[config.mk]
export PLATFORM = sky130hd
export DESIGN_NAME = bmmc_top
export DESIGN_NICKNAME = d
export VERILOG_FILES = /design/src/core/bmmc_pkg.sv /design/src/core/bmmc_top.sv
export VERILOG_INCLUDE_DIRS = /design/src /design/src/core
export SDC_FILE = /design/constraint.sdc
export NUM_CORES = 2
export LEC_CHECK = 0
export BUFFER_PORTS_ARGS = -buffer_cell sky130_fd_sc_hd__buf_2
export CORE_AREA = 5 5 356 358
export DETAILED_ROUTE_END_ITERATION = 10
export DIE_AREA = 0 0 361 363
export GPL_TIMING_DRIVEN = 0
export MAX_ROUTING_LAYER = met4
export PLACE_DENSITY = 0.69
export RECOVER_POWER = 50
export SLEW_MARGIN = 40
export SYNTH_ARGS = -nofsm -noshare
export SYNTH_HDL_FRONTEND = slang
export SYNTH_SLANG_ARGS = --single-unit
[constraint.sdc]
create_clock -name ref_clk -period 24.7 [get_ports ref_clk]
set_input_delay 1.235 -clock ref_clk [delete_from_list [all_inputs] [get_ports ref_clk]]
set_output_delay 1.235 -clock ref_clk [all_outputs]
set_load 0.1 [all_outputs]
[src/core/bmmc_consts.svh]
// Purpose: constants of the brake and manual motor control block
// Assumes: 20 MHz ref_clk, 32-bit AXI4-Lite register access
// Notes: offsets are byte addresses; BMMC_A_TAB_HI is the upper nibble of the table offsets
// Summary of operation
// [RULE1] after power on wait power_to_release_delay ms before releasing brake
// [RULE2] after release wait release_to_ready_delay ms; motion held until then
// [RULE3] after motor stop wait stop_to_engage_delay ms before engaging brake
// [RULE4] after engaging wait engage_to_poweroff_delay ms before removing power
// [RULE5] brake sequencing runs only while brake enable flag is set
// [RULE6] with brake_cuts_power set, engaging brake also switches motor power off
// [RULE7] current in mA is slope times ADC code plus offset
// [RULE8] winding A, winding B and total current each have own slope/offset
// [RULE9] manual mode field: 0 off, 1 joystick, 2 left/right buttons
// [RULE10] left_button_open_pressed set: open left contact means pressed
// [RULE11] right_button_open_pressed set: open right contact means pressed
// [RULE12] full joystick deflection drives toward speed table entry at index
// [RULE13] speed index starts at zero, is kept, and buttons change it
// [RULE14] button press starts motion in its direction at first table entry
// [RULE15] held button steps to entry i+1 when timeout of entry i expires
// [RULE16] speed changes between entries follow the acceleration ramp
// [RULE17] first table speed is not applied before click_window expires
// [RULE18] per-entry timeouts apply in button mode only, not joystick mode
// [RULE19] brake disabled: motion ready as soon as power is applied
// [RULE20] table entry is full steps plus microstep fraction per step division
`ifndef BMMC_CONSTS_SVH
`define BMMC_CONSTS_SVH
`define BMMC_ADDR_W 8
`define BMMC_A_DELAY_RISE 8'h00
`define BMMC_A_DELAY_FALL 8'h04
`define BMMC_A_BRAKE_FLAGS 8'h08
`define BMMC_A_MANUAL 8'h0c
`define BMMC_A_DRIVE 8'h10
`define BMMC_A_CAL_A 8'h14
`define BMMC_A_CAL_B 8'h18
`define BMMC_A_CAL_T 8'h1c
`define BMMC_A_CUR_A 8'h20
`define BMMC_A_CUR_B 8'h24
`define BMMC_A_CUR_T 8'h28
`define BMMC_A_STATUS 8'h2c
`define BMMC_A_TAB_HI 4'h3
`define BMMC_A_TMO_LO 8'h40
`define BMMC_A_TMO_HI 8'h44
`define BMMC_F_LO 15:0
`define BMMC_F_HI 31:16
`define BMMC_BRK_EN 0
`define BMMC_BRK_CUT 1
`define BMMC_MODE 1:0
`define BMMC_LEFT_OPEN 2
`define BMMC_RIGHT_OPEN 3
`define BMMC_PWR_REQ 0
`define BMMC_USTEP 7:4
`define BMMC_TAB_FULL 16:0
`define BMMC_TAB_FRAC 31:24
`define BMMC_MODE_OFF 2'h0
`define BMMC_MODE_JOY 2'h1
`define BMMC_MODE_BTN 2'h2
`define BMMC_USTEP_MAX 4'h8
`define BMMC_IDX_MAX 2'h3
`define BMMC_TAB_N 4
`define BMMC_CAL_FRAC 8
`define BMMC_JOY_FULL 8'h7f
`define BMMC_JOY_SCALE 8'h80
`define BMMC_JOY_SHIFT 7
`define BMMC_SPD_W 26
`define BMMC_RESP_OKAY 2'b00
`define BMMC_RESP_SLVERR 2'b10
`define BMMC_CLK_NS 50
`define BMMC_MS_NS 1000000
`define BMMC_MS_CYCLES (`BMMC_MS_NS / `BMMC_CLK_NS)
`endif

[src/core/bmmc_pkg.sv]
// Purpose: types of the brake and manual motor control block
// Assumes: constants header alongside
// Notes: brake states are gray along the power-up and park path
`include "bmmc_consts.svh"
`default_nettype none
package bmmc_pkg;
  typedef enum logic [2:0] {
    BK_OFF = 3'h0, BK_PWR_WAIT = 3'h1, BK_REL_WAIT = 3'h3, BK_READY = 3'h2,
    BK_STOP_WAIT = 3'h6, BK_ENG_WAIT = 3'h7, BK_PARKED = 3'h5
  } bmmc_brake_state_type;
  typedef enum logic [1:0] {
    BT_IDLE = 2'h0, BT_CLICK = 2'h1, BT_RUN = 2'h3
  } bmmc_btn_state_type;
  typedef struct packed {
    logic awvalid;
    logic [`BMMC_ADDR_W-1:0] awaddr;
    logic wvalid;
    logic [31:0] wdata;
    logic [3:0] wstrb;
    logic bready;
    logic arvalid;
    logic [`BMMC_ADDR_W-1:0] araddr;
    logic rready;
  } bmmc_axi_req_type;
  typedef struct packed {
    logic awready;
    logic wready;
    logic bvalid;
    logic [1:0] bresp;
    logic arready;
    logic rvalid;
    logic [31:0] rdata;
    logic [1:0] rresp;
  } bmmc_axi_resp_type;
  typedef struct packed {
    logic motor_power;
    logic brake_release;
    logic motion_ready;
    logic step_dir;
    logic [`BMMC_SPD_W-1:0] speed;
  } bmmc_drive_type;
endpackage : bmmc_pkg
`default_nettype wire

[src/core/bmmc_top.sv]
// Purpose: brake sequencing, current scaling and manual speed control
// Assumes: adc, joystick and motion engine inputs share ref_clk; buttons are pins
// Notes: speed is in microsteps per second, ramped once per millisecond
//
// Our own choices: the AXI4-Lite register port and the placing of the registers.
`include "bmmc_consts.svh"
`default_nettype none
module bmmc_top
  import bmmc_pkg::*;
#(
  parameter int unsigned MS_CYCLES = `BMMC_MS_CYCLES
) (
  // clock and reset
  input wire logic ref_clk,
  input wire logic rstn,
  // register bus
  input wire bmmc_axi_req_type axi_req,
  output var bmmc_axi_resp_type axi_resp,
  // motion engine
  input wire logic motor_stopped,
  input wire logic move_req,
  output var bmmc_drive_type drive,
  // current adc
  input wire logic adc_valid,
  input wire logic [11:0] adc_a,
  input wire logic [11:0] adc_b,
  input wire logic [11:0] adc_t,
  // manual controls
  input wire logic [7:0] joy_value,
  input wire logic btn_left_pin,
  input wire logic btn_right_pin
);

  function automatic logic [31:0] merge(input logic [31:0] old_v, input logic [31:0] new_v,
                                        input logic [3:0] strb);
    logic [31:0] r;
    r = old_v;
    for (int i = 0; i < 4; i++) begin
      if (strb[i]) begin
        r[i*8 +: 8] = new_v[i*8 +: 8];
      end
    end
    return r;
  endfunction : merge

  function automatic logic [31:0] to_ma(input logic [31:0] cal, input logic [11:0] code);
    logic signed [31:0] prod;
    prod = 32'(signed'(cal[`BMMC_F_LO]) * signed'({1'b0, code}));
    return 32'((prod >>> `BMMC_CAL_FRAC) + 32'(signed'(cal[`BMMC_F_HI])));
  endfunction : to_ma

  function automatic logic [`BMMC_SPD_W-1:0] tab_speed(input logic [31:0] ent,
                                                      input logic [3:0] us);
    logic [3:0] m;
    logic [7:0] mask;
    m = (us > `BMMC_USTEP_MAX) ? `BMMC_USTEP_MAX : us;
    mask = 8'((9'h1 << m) - 9'h1);
    return (`BMMC_SPD_W'(ent[`BMMC_TAB_FULL]) << m) + `BMMC_SPD_W'(ent[`BMMC_TAB_FRAC] & mask);
  endfunction : tab_speed

  // configuration and status storage
  logic [31:0] rise_reg, fall_reg, bflag_reg, manual_reg, drv_reg;
  logic [31:0] cal_a_reg, cal_b_reg, cal_t_reg;
  logic [31:0] cur_a_reg, cur_b_reg, cur_t_reg;
  logic [31:0] tab_reg [`BMMC_TAB_N];
  logic [31:0] tmo_lo_reg, tmo_hi_reg;
  bmmc_brake_state_type state_reg, state_next;
  bmmc_btn_state_type bt_reg;
  logic power_reg, release_reg, ready_reg, dir_reg;
  logic [`BMMC_SPD_W-1:0] applied_reg;
  logic [1:0] idx_reg, bidx_reg;
  logic bt_dir_reg;

  // millisecond tick
  logic [31:0] div_reg;
  logic tick_reg;
  always_ff @(posedge ref_clk) begin
    if (!rstn) begin
      div_reg <= 32'h0;
      tick_reg <= 1'b0;
    end else if (div_reg >= MS_CYCLES - 1) begin
      div_reg <= 32'h0;
      tick_reg <= 1'b1;
    end else begin
      div_reg <= div_reg + 32'h1;
      tick_reg <= 1'b0;
    end
  end

  // axi4-lite slave
  logic awready_reg, wready_reg, bvalid_reg, arready_reg, rvalid_reg;
  logic aw_hold_reg, w_hold_reg;
  logic [`BMMC_ADDR_W-1:0] aw_addr_reg;
  logic [31:0] w_data_reg, rdata_reg;
  logic [3:0] w_strb_reg;
  logic [1:0] bresp_reg, rresp_reg;
  logic wr_fire;
  logic [`BMMC_ADDR_W-1:0] wa;
  assign wr_fire = aw_hold_reg & w_hold_reg & ~bvalid_reg;
  assign wa = aw_addr_reg;

  function automatic logic writable(input logic [`BMMC_ADDR_W-1:0] a);
    logic ok;
    ok = (a[1:0] == 2'h0) && (a <= `BMMC_A_CAL_T || a[7:4] == `BMMC_A_TAB_HI ||
         a == `BMMC_A_TMO_LO || a == `BMMC_A_TMO_HI);
    return ok;
  endfunction : writable

  always_ff @(posedge ref_clk) begin
    if (!rstn) begin
      awready_reg <= 1'b1;
      wready_reg <= 1'b1;
      aw_hold_reg <= 1'b0;
      w_hold_reg <= 1'b0;
      bvalid_reg <= 1'b0;
      bresp_reg <= `BMMC_RESP_OKAY;
      aw_addr_reg <= '0;
      w_data_reg <= 32'h0;
      w_strb_reg <= 4'h0;
    end else begin
      if (axi_req.awvalid && awready_reg) begin
        awready_reg <= 1'b0;
        aw_hold_reg <= 1'b1;
        aw_addr_reg <= axi_req.awaddr;
      end
      if (axi_req.wvalid && wready_reg) begin
        wready_reg <= 1'b0;
        w_hold_reg <= 1'b1;
        w_data_reg <= axi_req.wdata;
        w_strb_reg <= axi_req.wstrb;
      end
      if (wr_fire) begin
        bvalid_reg <= 1'b1;
        bresp_reg <= writable(wa) ? `BMMC_RESP_OKAY : `BMMC_RESP_SLVERR;
      end
      if (bvalid_reg && axi_req.bready) begin
        bvalid_reg <= 1'b0;
        aw_hold_reg <= 1'b0;
        w_hold_reg <= 1'b0;
        awready_reg <= 1'b1;
        wready_reg <= 1'b1;
      end
    end
  end

  function automatic logic [33:0] rd_word(input logic [`BMMC_ADDR_W-1:0] a);
    logic [33:0] r;
    r = {`BMMC_RESP_OKAY, 32'h0};
    case (a)
      `BMMC_A_DELAY_RISE: r[31:0] = rise_reg;
      `BMMC_A_DELAY_FALL: r[31:0] = fall_reg;
      `BMMC_A_BRAKE_FLAGS: r[31:0] = bflag_reg;
      `BMMC_A_MANUAL: r[31:0] = manual_reg;
      `BMMC_A_DRIVE: r[31:0] = drv_reg;
      `BMMC_A_CAL_A: r[31:0] = cal_a_reg;
      `BMMC_A_CAL_B: r[31:0] = cal_b_reg;
      `BMMC_A_CAL_T: r[31:0] = cal_t_reg;
      `BMMC_A_CUR_A: r[31:0] = cur_a_reg;
      `BMMC_A_CUR_B: r[31:0] = cur_b_reg;
      `BMMC_A_CUR_T: r[31:0] = cur_t_reg;
      `BMMC_A_STATUS: r[31:0] = {18'h0, idx_reg, bidx_reg, bt_dir_reg, bt_reg, dir_reg,
                                 state_reg, ready_reg, release_reg, power_reg};
      `BMMC_A_TMO_LO: r[31:0] = tmo_lo_reg;
      `BMMC_A_TMO_HI: r[31:0] = tmo_hi_reg;
      default: begin
        if (a[7:4] == `BMMC_A_TAB_HI && a[1:0] == 2'h0) begin
          r[31:0] = tab_reg[a[3:2]];
        end else begin
          r[33:32] = `BMMC_RESP_SLVERR;
        end
      end
    endcase
    return r;
  endfunction : rd_word

  always_ff @(posedge ref_clk) begin
    if (!rstn) begin
      arready_reg <= 1'b1;
      rvalid_reg <= 1'b0;
      rdata_reg <= 32'h0;
      rresp_reg <= `BMMC_RESP_OKAY;
    end else if (axi_req.arvalid && arready_reg) begin
      arready_reg <= 1'b0;
      rvalid_reg <= 1'b1;
      {rresp_reg, rdata_reg} <= rd_word(axi_req.araddr);
    end else if (rvalid_reg && axi_req.rready) begin
      rvalid_reg <= 1'b0;
      arready_reg <= 1'b1;
    end
  end

  assign axi_resp = '{awready: awready_reg, wready: wready_reg, bvalid: bvalid_reg,
                      bresp: bresp_reg, arready: arready_reg, rvalid: rvalid_reg,
                      rdata: rdata_reg, rresp: rresp_reg};

  // register writes
  always_ff @(posedge ref_clk) begin
    if (!rstn) begin
      rise_reg <= 32'h0;
      fall_reg <= 32'h0;
      bflag_reg <= 32'h0;
      manual_reg <= 32'h0;
      drv_reg <= 32'h0;
      cal_a_reg <= 32'h0;
      cal_b_reg <= 32'h0;
      cal_t_reg <= 32'h0;
      tmo_lo_reg <= 32'h0;
      tmo_hi_reg <= 32'h0;
      for (int i = 0; i < `BMMC_TAB_N; i++) begin
        tab_reg[i] <= 32'h0;
      end
    end else if (wr_fire) begin
      case (wa)
        `BMMC_A_DELAY_RISE: rise_reg <= merge(rise_reg, w_data_reg, w_strb_reg);
        `BMMC_A_DELAY_FALL: fall_reg <= merge(fall_reg, w_data_reg, w_strb_reg);
        `BMMC_A_BRAKE_FLAGS: bflag_reg <= {30'h0, 2'(w_strb_reg[0] ? w_data_reg : bflag_reg)};
        `BMMC_A_MANUAL: manual_reg <= merge(manual_reg, w_data_reg, w_strb_reg) & 32'hffff000f;
        `BMMC_A_DRIVE: drv_reg <= merge(drv_reg, w_data_reg, w_strb_reg) & 32'hffff00f1;
        `BMMC_A_CAL_A: cal_a_reg <= merge(cal_a_reg, w_data_reg, w_strb_reg); // RULE8
        `BMMC_A_CAL_B: cal_b_reg <= merge(cal_b_reg, w_data_reg, w_strb_reg); // RULE8
        `BMMC_A_CAL_T: cal_t_reg <= merge(cal_t_reg, w_data_reg, w_strb_reg); // RULE8
        `BMMC_A_TMO_LO: tmo_lo_reg <= merge(tmo_lo_reg, w_data_reg, w_strb_reg);
        `BMMC_A_TMO_HI: tmo_hi_reg <= merge(tmo_hi_reg, w_data_reg, w_strb_reg);
        default: begin
          if (wa[7:4] == `BMMC_A_TAB_HI && wa[1:0] == 2'h0) begin
            tab_reg[wa[3:2]] <= merge(tab_reg[wa[3:2]], w_data_reg, w_strb_reg) & 32'hff01ffff;
          end
        end
      endcase
    end
  end

  // current scaling
  always_ff @(posedge ref_clk) begin
    if (!rstn) begin
      cur_a_reg <= 32'h0;
      cur_b_reg <= 32'h0;
      cur_t_reg <= 32'h0;
    end else if (adc_valid) begin
      cur_a_reg <= to_ma(cal_a_reg, adc_a); // RULE7
      cur_b_reg <= to_ma(cal_b_reg, adc_b); // RULE7
      cur_t_reg <= to_ma(cal_t_reg, adc_t); // RULE7
    end
  end

  // button synchronisers and press decode
  logic l_s1_reg, l_s2_reg, r_s1_reg, r_s2_reg, l_prev_reg, r_prev_reg;
  logic l_prs, r_prs, l_edge, r_edge;
  always_ff @(posedge ref_clk) begin
    if (!rstn) begin
      {l_s1_reg, l_s2_reg, r_s1_reg, r_s2_reg} <= 4'h0;
      {l_prev_reg, r_prev_reg} <= 2'h0;
    end else begin
      {l_s1_reg, l_s2_reg} <= {btn_left_pin, l_s1_reg};
      {r_s1_reg, r_s2_reg} <= {btn_right_pin, r_s1_reg};
      {l_prev_reg, r_prev_reg} <= {l_prs, r_prs};
    end
  end
  // pin high means contact closed
  assign l_prs = l_s2_reg ^ manual_reg[`BMMC_LEFT_OPEN]; // RULE10
  assign r_prs = r_s2_reg ^ manual_reg[`BMMC_RIGHT_OPEN]; // RULE11
  assign l_edge = l_prs & ~l_prev_reg;
  assign r_edge = r_prs & ~r_prev_reg;

  logic [1:0] mode;
  logic [3:0] ustep;
  assign mode = manual_reg[`BMMC_MODE];
  assign ustep = drv_reg[`BMMC_USTEP];

  // joystick speed index, kept across mode changes
  always_ff @(posedge ref_clk) begin
    if (!rstn) begin
      idx_reg <= 2'h0; // RULE13
    end else if (mode == `BMMC_MODE_JOY) begin
      if (r_edge && idx_reg != `BMMC_IDX_MAX) begin
        idx_reg <= idx_reg + 2'h1; // RULE13
      end else if (l_edge && idx_reg != 2'h0) begin
        idx_reg <= idx_reg - 2'h1; // RULE13
      end
    end
  end

  // button drive sequencer
  logic [15:0] bcnt_reg, cur_tmo;
  logic held;
  assign held = bt_dir_reg ? r_prs : l_prs;
  always_comb begin
    case (bidx_reg)
      2'h0: cur_tmo = tmo_lo_reg[`BMMC_F_LO];
      2'h1: cur_tmo = tmo_lo_reg[`BMMC_F_HI];
      2'h2: cur_tmo = tmo_hi_reg[`BMMC_F_LO];
      default: cur_tmo = tmo_hi_reg[`BMMC_F_HI];
    endcase
  end
  always_ff @(posedge ref_clk) begin
    if (!rstn) begin
      bt_reg <= BT_IDLE;
      bidx_reg <= 2'h0;
      bt_dir_reg <= 1'b0;
      bcnt_reg <= 16'h0;
    end else if (mode != `BMMC_MODE_BTN) begin
      bt_reg <= BT_IDLE; // RULE18
      bidx_reg <= 2'h0;
      bcnt_reg <= 16'h0;
    end else begin
      if (tick_reg && bcnt_reg != 16'hffff) begin
        bcnt_reg <= bcnt_reg + 16'h1;
      end
      case (bt_reg)
        BT_IDLE: begin
          bcnt_reg <= 16'h0;
          bidx_reg <= 2'h0;
          if (l_prs ^ r_prs) begin
            bt_reg <= BT_CLICK;
            bt_dir_reg <= r_prs; // RULE14
          end
        end
        BT_CLICK: begin
          if (!held) begin
            bt_reg <= BT_IDLE;
          end else if (bcnt_reg > manual_reg[`BMMC_F_HI]) begin
            bt_reg <= BT_RUN; // RULE17
            bcnt_reg <= 16'h0;
          end
        end
        BT_RUN: begin
          if (!held) begin
            bt_reg <= BT_IDLE;
          end else if (bidx_reg != `BMMC_IDX_MAX && bcnt_reg > cur_tmo) begin
            bidx_reg <= bidx_reg + 2'h1; // RULE15
            bcnt_reg <= 16'h0;
          end
        end
        default: bt_reg <= BT_IDLE;
      endcase
    end
  end

  // manual target speed
  logic [7:0] jmag, jscale;
  logic [`BMMC_SPD_W-1:0] target;
  logic tdir;
  assign jmag = joy_value[7] ? 8'(-joy_value) : joy_value;
  assign jscale = (jmag >= `BMMC_JOY_FULL) ? `BMMC_JOY_SCALE : jmag;
  always_comb begin
    target = '0;
    tdir = dir_reg;
    case (mode)
      `BMMC_MODE_JOY: begin
        target = `BMMC_SPD_W'((tab_speed(tab_reg[idx_reg], ustep) * jscale) >> `BMMC_JOY_SHIFT); // RULE12 RULE20
        tdir = ~joy_value[7];
      end
      `BMMC_MODE_BTN: begin
        if (bt_reg == BT_RUN) begin
          target = tab_speed(tab_reg[bidx_reg], ustep); // RULE14 RULE15 RULE20
        end
        tdir = bt_dir_reg;
      end
      default: target = '0; // RULE9
    endcase
  end

  // brake sequencer
  logic brake_en, demand, done, manual_active;
  logic [15:0] ms_cnt_reg, delay_sel;
  assign brake_en = bflag_reg[`BMMC_BRK_EN];
  assign manual_active = (target != '0) || (bt_reg != BT_IDLE);
  assign demand = drv_reg[`BMMC_PWR_REQ] & (move_req | manual_active);
  always_comb begin
    case (state_reg)
      BK_PWR_WAIT: delay_sel = rise_reg[`BMMC_F_LO]; // RULE1
      BK_REL_WAIT: delay_sel = rise_reg[`BMMC_F_HI]; // RULE2
      BK_STOP_WAIT: delay_sel = fall_reg[`BMMC_F_LO]; // RULE3
      BK_ENG_WAIT: delay_sel = fall_reg[`BMMC_F_HI]; // RULE4
      default: delay_sel = 16'h0;
    endcase
  end
  // tick phase is free running, so one extra tick guarantees the full delay
  assign done = ms_cnt_reg > delay_sel;

  always_comb begin
    state_next = state_reg;
    if (!brake_en) begin
      state_next = drv_reg[`BMMC_PWR_REQ] ? BK_READY : BK_OFF; // RULE5 RULE19
    end else begin
      case (state_reg)
        BK_OFF: if (demand) state_next = BK_PWR_WAIT;
        BK_PWR_WAIT: begin
          if (!drv_reg[`BMMC_PWR_REQ]) state_next = BK_OFF;
          else if (done) state_next = BK_REL_WAIT; // RULE1
        end
        BK_REL_WAIT: begin
          if (!drv_reg[`BMMC_PWR_REQ]) state_next = BK_STOP_WAIT;
          else if (done) state_next = BK_READY; // RULE2
        end
        BK_READY: if (motor_stopped && !demand) state_next = BK_STOP_WAIT;
        BK_STOP_WAIT: begin
          if (demand) state_next = BK_READY;
          else if (done) state_next = BK_ENG_WAIT; // RULE3
        end
        BK_ENG_WAIT: begin
          if (done) begin
            state_next = (bflag_reg[`BMMC_BRK_CUT] || !drv_reg[`BMMC_PWR_REQ]) ?
                         BK_OFF : BK_PARKED; // RULE4 RULE6
          end
        end
        BK_PARKED: begin
          if (!drv_reg[`BMMC_PWR_REQ]) state_next = BK_OFF;
          else if (demand) state_next = BK_PWR_WAIT;
        end
        default: state_next = BK_OFF;
      endcase
    end
  end

  always_ff @(posedge ref_clk) begin
    if (!rstn) begin
      state_reg <= BK_OFF;
      ms_cnt_reg <= 16'h0;
      power_reg <= 1'b0;
      release_reg <= 1'b0;
      ready_reg <= 1'b0;
    end else begin
      state_reg <= state_next;
      if (state_next != state_reg) begin
        ms_cnt_reg <= 16'h0;
      end else if (tick_reg && ms_cnt_reg != 16'hffff) begin
        ms_cnt_reg <= ms_cnt_reg + 16'h1;
      end
      power_reg <= (state_next != BK_OFF); // RULE6
      release_reg <= brake_en && (state_next == BK_REL_WAIT || state_next == BK_READY ||
                                  state_next == BK_STOP_WAIT);
      ready_reg <= (state_next == BK_READY); // RULE2 RULE19
    end
  end

  // speed ramp
  logic [`BMMC_SPD_W-1:0] goal, step, diff;
  assign goal = (ready_reg && tdir == dir_reg) ? target : '0; // RULE2
  assign step = `BMMC_SPD_W'(drv_reg[`BMMC_F_HI]);
  assign diff = (goal > applied_reg) ? goal - applied_reg : applied_reg - goal;
  always_ff @(posedge ref_clk) begin
    if (!rstn) begin
      applied_reg <= '0;
      dir_reg <= 1'b0;
    end else begin
      if (applied_reg == '0) begin
        dir_reg <= tdir;
      end
      if (!ready_reg) begin
        applied_reg <= '0;
      end else if (tick_reg && diff != '0) begin
        if (goal > applied_reg) begin
          applied_reg <= applied_reg + ((diff < step) ? diff : step); // RULE16
        end else begin
          applied_reg <= applied_reg - ((diff < step) ? diff : step); // RULE16
        end
      end
    end
  end

  assign drive = '{motor_power: power_reg, brake_release: release_reg,
                   motion_ready: ready_reg, step_dir: dir_reg, speed: applied_reg};

endmodule : bmmc_top
`default_nettype wire

==> results.json <==
{
  "final_cell_mix": "inv_1 (928), nand2_1 (837), fa_1 (658), nor2_1 (541), dfxtp_1 (533)",
  "synth_compound_area_share_pct": 14.0,
  "synth_ff_type": "dfxtp_1",
  "hold_ws_ns": 0.449,
  "numCtsBuffers": 72,
  "die_area_mm2": 0.131,
  "port_buffers": 172,
  "crit_required_ns": 25.20,
  "syn_area_mm2": 0.0671,
  "post-route-util_pct": 59.0,
  "cpPeakStageDelay_ns": 0.68,
  "synth_mux_area_share_pct": 6.87,
  "path_max_fanout": 10,
  "start_util_pct": 54.6,
  "root_buffer": "clkbuf_16",
  "cts.sinks": 633,
  "postRouteAntennaNets": 0,
  "ir_worst_vdd_mv": 0.0601,
  "tns_ns": 0,
  "finalMaxSlewViolations": 11,
  "clk_path_buf_depth": 3,
  "slowest_stage": "xor2_1",
  "synth_xor_area_share_pct": 3.62,
  "clock.fmax_mhz": 44.1,
  "nets": 9208,
  "clkTransAtPathRegs_ns": 0.06,
  "final.min_clock_period_ns": 22.68,
  "fp.dieW_um": 361,
  "dp_hpwl_mm": 221,
  "first_iter_violations": 6791,
  "rsz0062_at_grt": "no",
  "via_per_inst": 6.22,
  "ys_ff_latch": 633,
  "drv_cap": 2,
  "clkLatencyLatePin_ns": 0.64,
  "syn_area_per_cell_um2": 8.69,
  "critical_path_class": "reg -> reg",
  "grt_max_degree": 15,
  "endpoint_kind": "flip-flop",
  "power.density_mw_per_mm2": 36.0,
  "wl_per_cell_um": 27.9,
  "hp-class": "reg -> reg",
  "cp.arrival_ns": 23.17,
  "critPathLaunchType": "flip-flop",
  "die_y_um": 363,
  "drt-pass1-iter-count": 9,
  "area_growth_pct": 8.19,
  "hold_viol_final": 0,
  "slew_headroom_pct": -3.82,
  "fillers": 11132,
  "cts_resized": 0,
  "grt_pass1_vias": 58497,
  "groute.usage.overall_pct": 41.6,
  "syn_inst": 7719,
  "worst_slew_pin_slew_ns": 1.55,
  "antenna_found_initial": 17,
  "drive_above_1_share_pct": 6.30,
  "fin_skew_ns": 0.0248,
  "overflow": 0,
  "synth_edf_count": 100,
  "fp.coreArea_mm2": 0.123,
  "largest_register_ffs": 100,
  "holdBufCountCts": 0,
  "num_rows": 129,
  "power_leakage_nw": 32.0,
  "violations": "max-capacitance violations, max-slew violations",
  "synth_async_sr_flop_share_pct": 0,
  "final_common_cell": "inv_1",
  "place_congestion": 1.10,
  "ys.warnings.count": 0,
  "yosys.area_share.simple_pct": 19.3,
  "cts.htree.levels": 3,
  "status": "complete, but fails checks",
  "synth-seq-area-share_pct": 20.4,
  "cts_tree": "built",
  "drt_wl_total_mm": 270,
  "cts_setup_buffers": 0,
  "post-route-period-util_pct": 91.8,
  "synth_top_family_by_area": "adder cells",
  "grt_pass1_wl_mm": 391,
  "setup_violations": 0,
  "io_pins": 179,
  "drc": 0,
  "yosysUniqueCellTypes": 108,
  "vias": 60323,
  "synth_fa_ha_area_share_pct": 28.1
}
## kinds of logic (layout without fill, tap and decap cells)
logic type	Yosys count	after routing
AOI/OAI and AO/OA	1348	1348
xor gates and xnor gates	274	274
adders and majority gates	1110	1110
buffers and inverters	1348	1653
DFF	633	633
muxes	355	355
other	1	38
and+or+nand+nor	2650	2650
## layer usage
layer  track usage, %  vias up  routed length [um]
met3             8.22      800               26000
met1             50.5    29802              102000
met5                -        -                   0
li1                 -    26491                   -
met2             64.4     3230              121000
met4             25.1        0               21300
## worst paths after layout
check                           slack (ns)  cells past startpoint  startpoint               to
worst max-delay path                  2.02                     85  drv_reg[7]  applied_reg[24]
worst min-delay path                  0.45                      1    l_s1_reg         l_s2_reg
worst max register to register        2.02                     85  drv_reg[7]  applied_reg[24]
worst min register to register        0.45                      1    l_s1_reg         l_s2_reg
## layout make-up
class | instances | area (um2) | area share (%)
multi-input combinational | 5756 | 48400 | 66.7
sequential | 633 | 13700 | 18.8
inverter | 928 | 3480 | 4.80
tap | 1637 | 2050 | 2.82
clock buffer | 93 | 1990 | 2.75
buffer | 420 | 1770 | 2.44
timing repair buffer | 179 | 842 | 1.16
clock inverter | 33 | 323 | 0.445
antenna | 19 | 47.5 | 0.0655
## stage by stage
step / std cells / setup WS (ns) / power (mW) / cell area [um2]
after floorplan: 7737 / 7.45 / 1.36 / 67200
after global placement: 9546 / 2.53 / 1.52 / 70100
after detailed placement: 9552 / 2.57 / 1.53 / 70300
after CTS: 9678 / 2.53 / 2.60 / 72600
after global routing: 9692 / 0.603 / 2.69 / 72600
final: 9698 / 2.02 / 2.62 / 72600
## worst max-delay path, delay by kind of cell (launching register included)
kind / cells / cell delay [ns]
buffers and inverters: 19 / 6.59
xor gates and xnor gates: 3 / 1.04
DFF: 1 / 0.37
and+or+nand+nor: 14 / 2.27
AOI/OAI and AO/OA: 38 / 8.17
muxes: 1 / 0.37
adders and majority gates: 10 / 3.67
## cells in the mapped netlist (all sizes together), types with 36 or more instances
master,count,area [um2]
xnor2,180,1580
and3,73,457
buf,56,337
a221oi,83,727
o21a,53,398
mux2i,251,2520
o21bai,56,420
or2,36,225
a21o,68,510
a222oi,36,360
a21boi,199,1490
nand2b,45,289
a31oi,67,419
xor2,92,806
nand2,837,3140
a22o,48,420
ha,452,5660
o21ai,171,856
edfxtp,100,3000
nor2,557,2160
nor3,85,430
nand3,232,1160
a22oi,97,728
clkbuf,364,1370
nand4,45,282
or3,36,225
mux4,82,1850
fa,658,13200
dfxtp,533,10700
a21oi,272,1380
inv,928,3480
nor2b,265,1660
and2,342,2140
## power breakdown
group,switching (mW),internal (mW)
Combinational,0.303,0.145
Sequential,0.0127,1.06
Clock,0.479,0.617
Total,0.795,1.82
No activity file was read; power rests on OpenSTA's default activity.
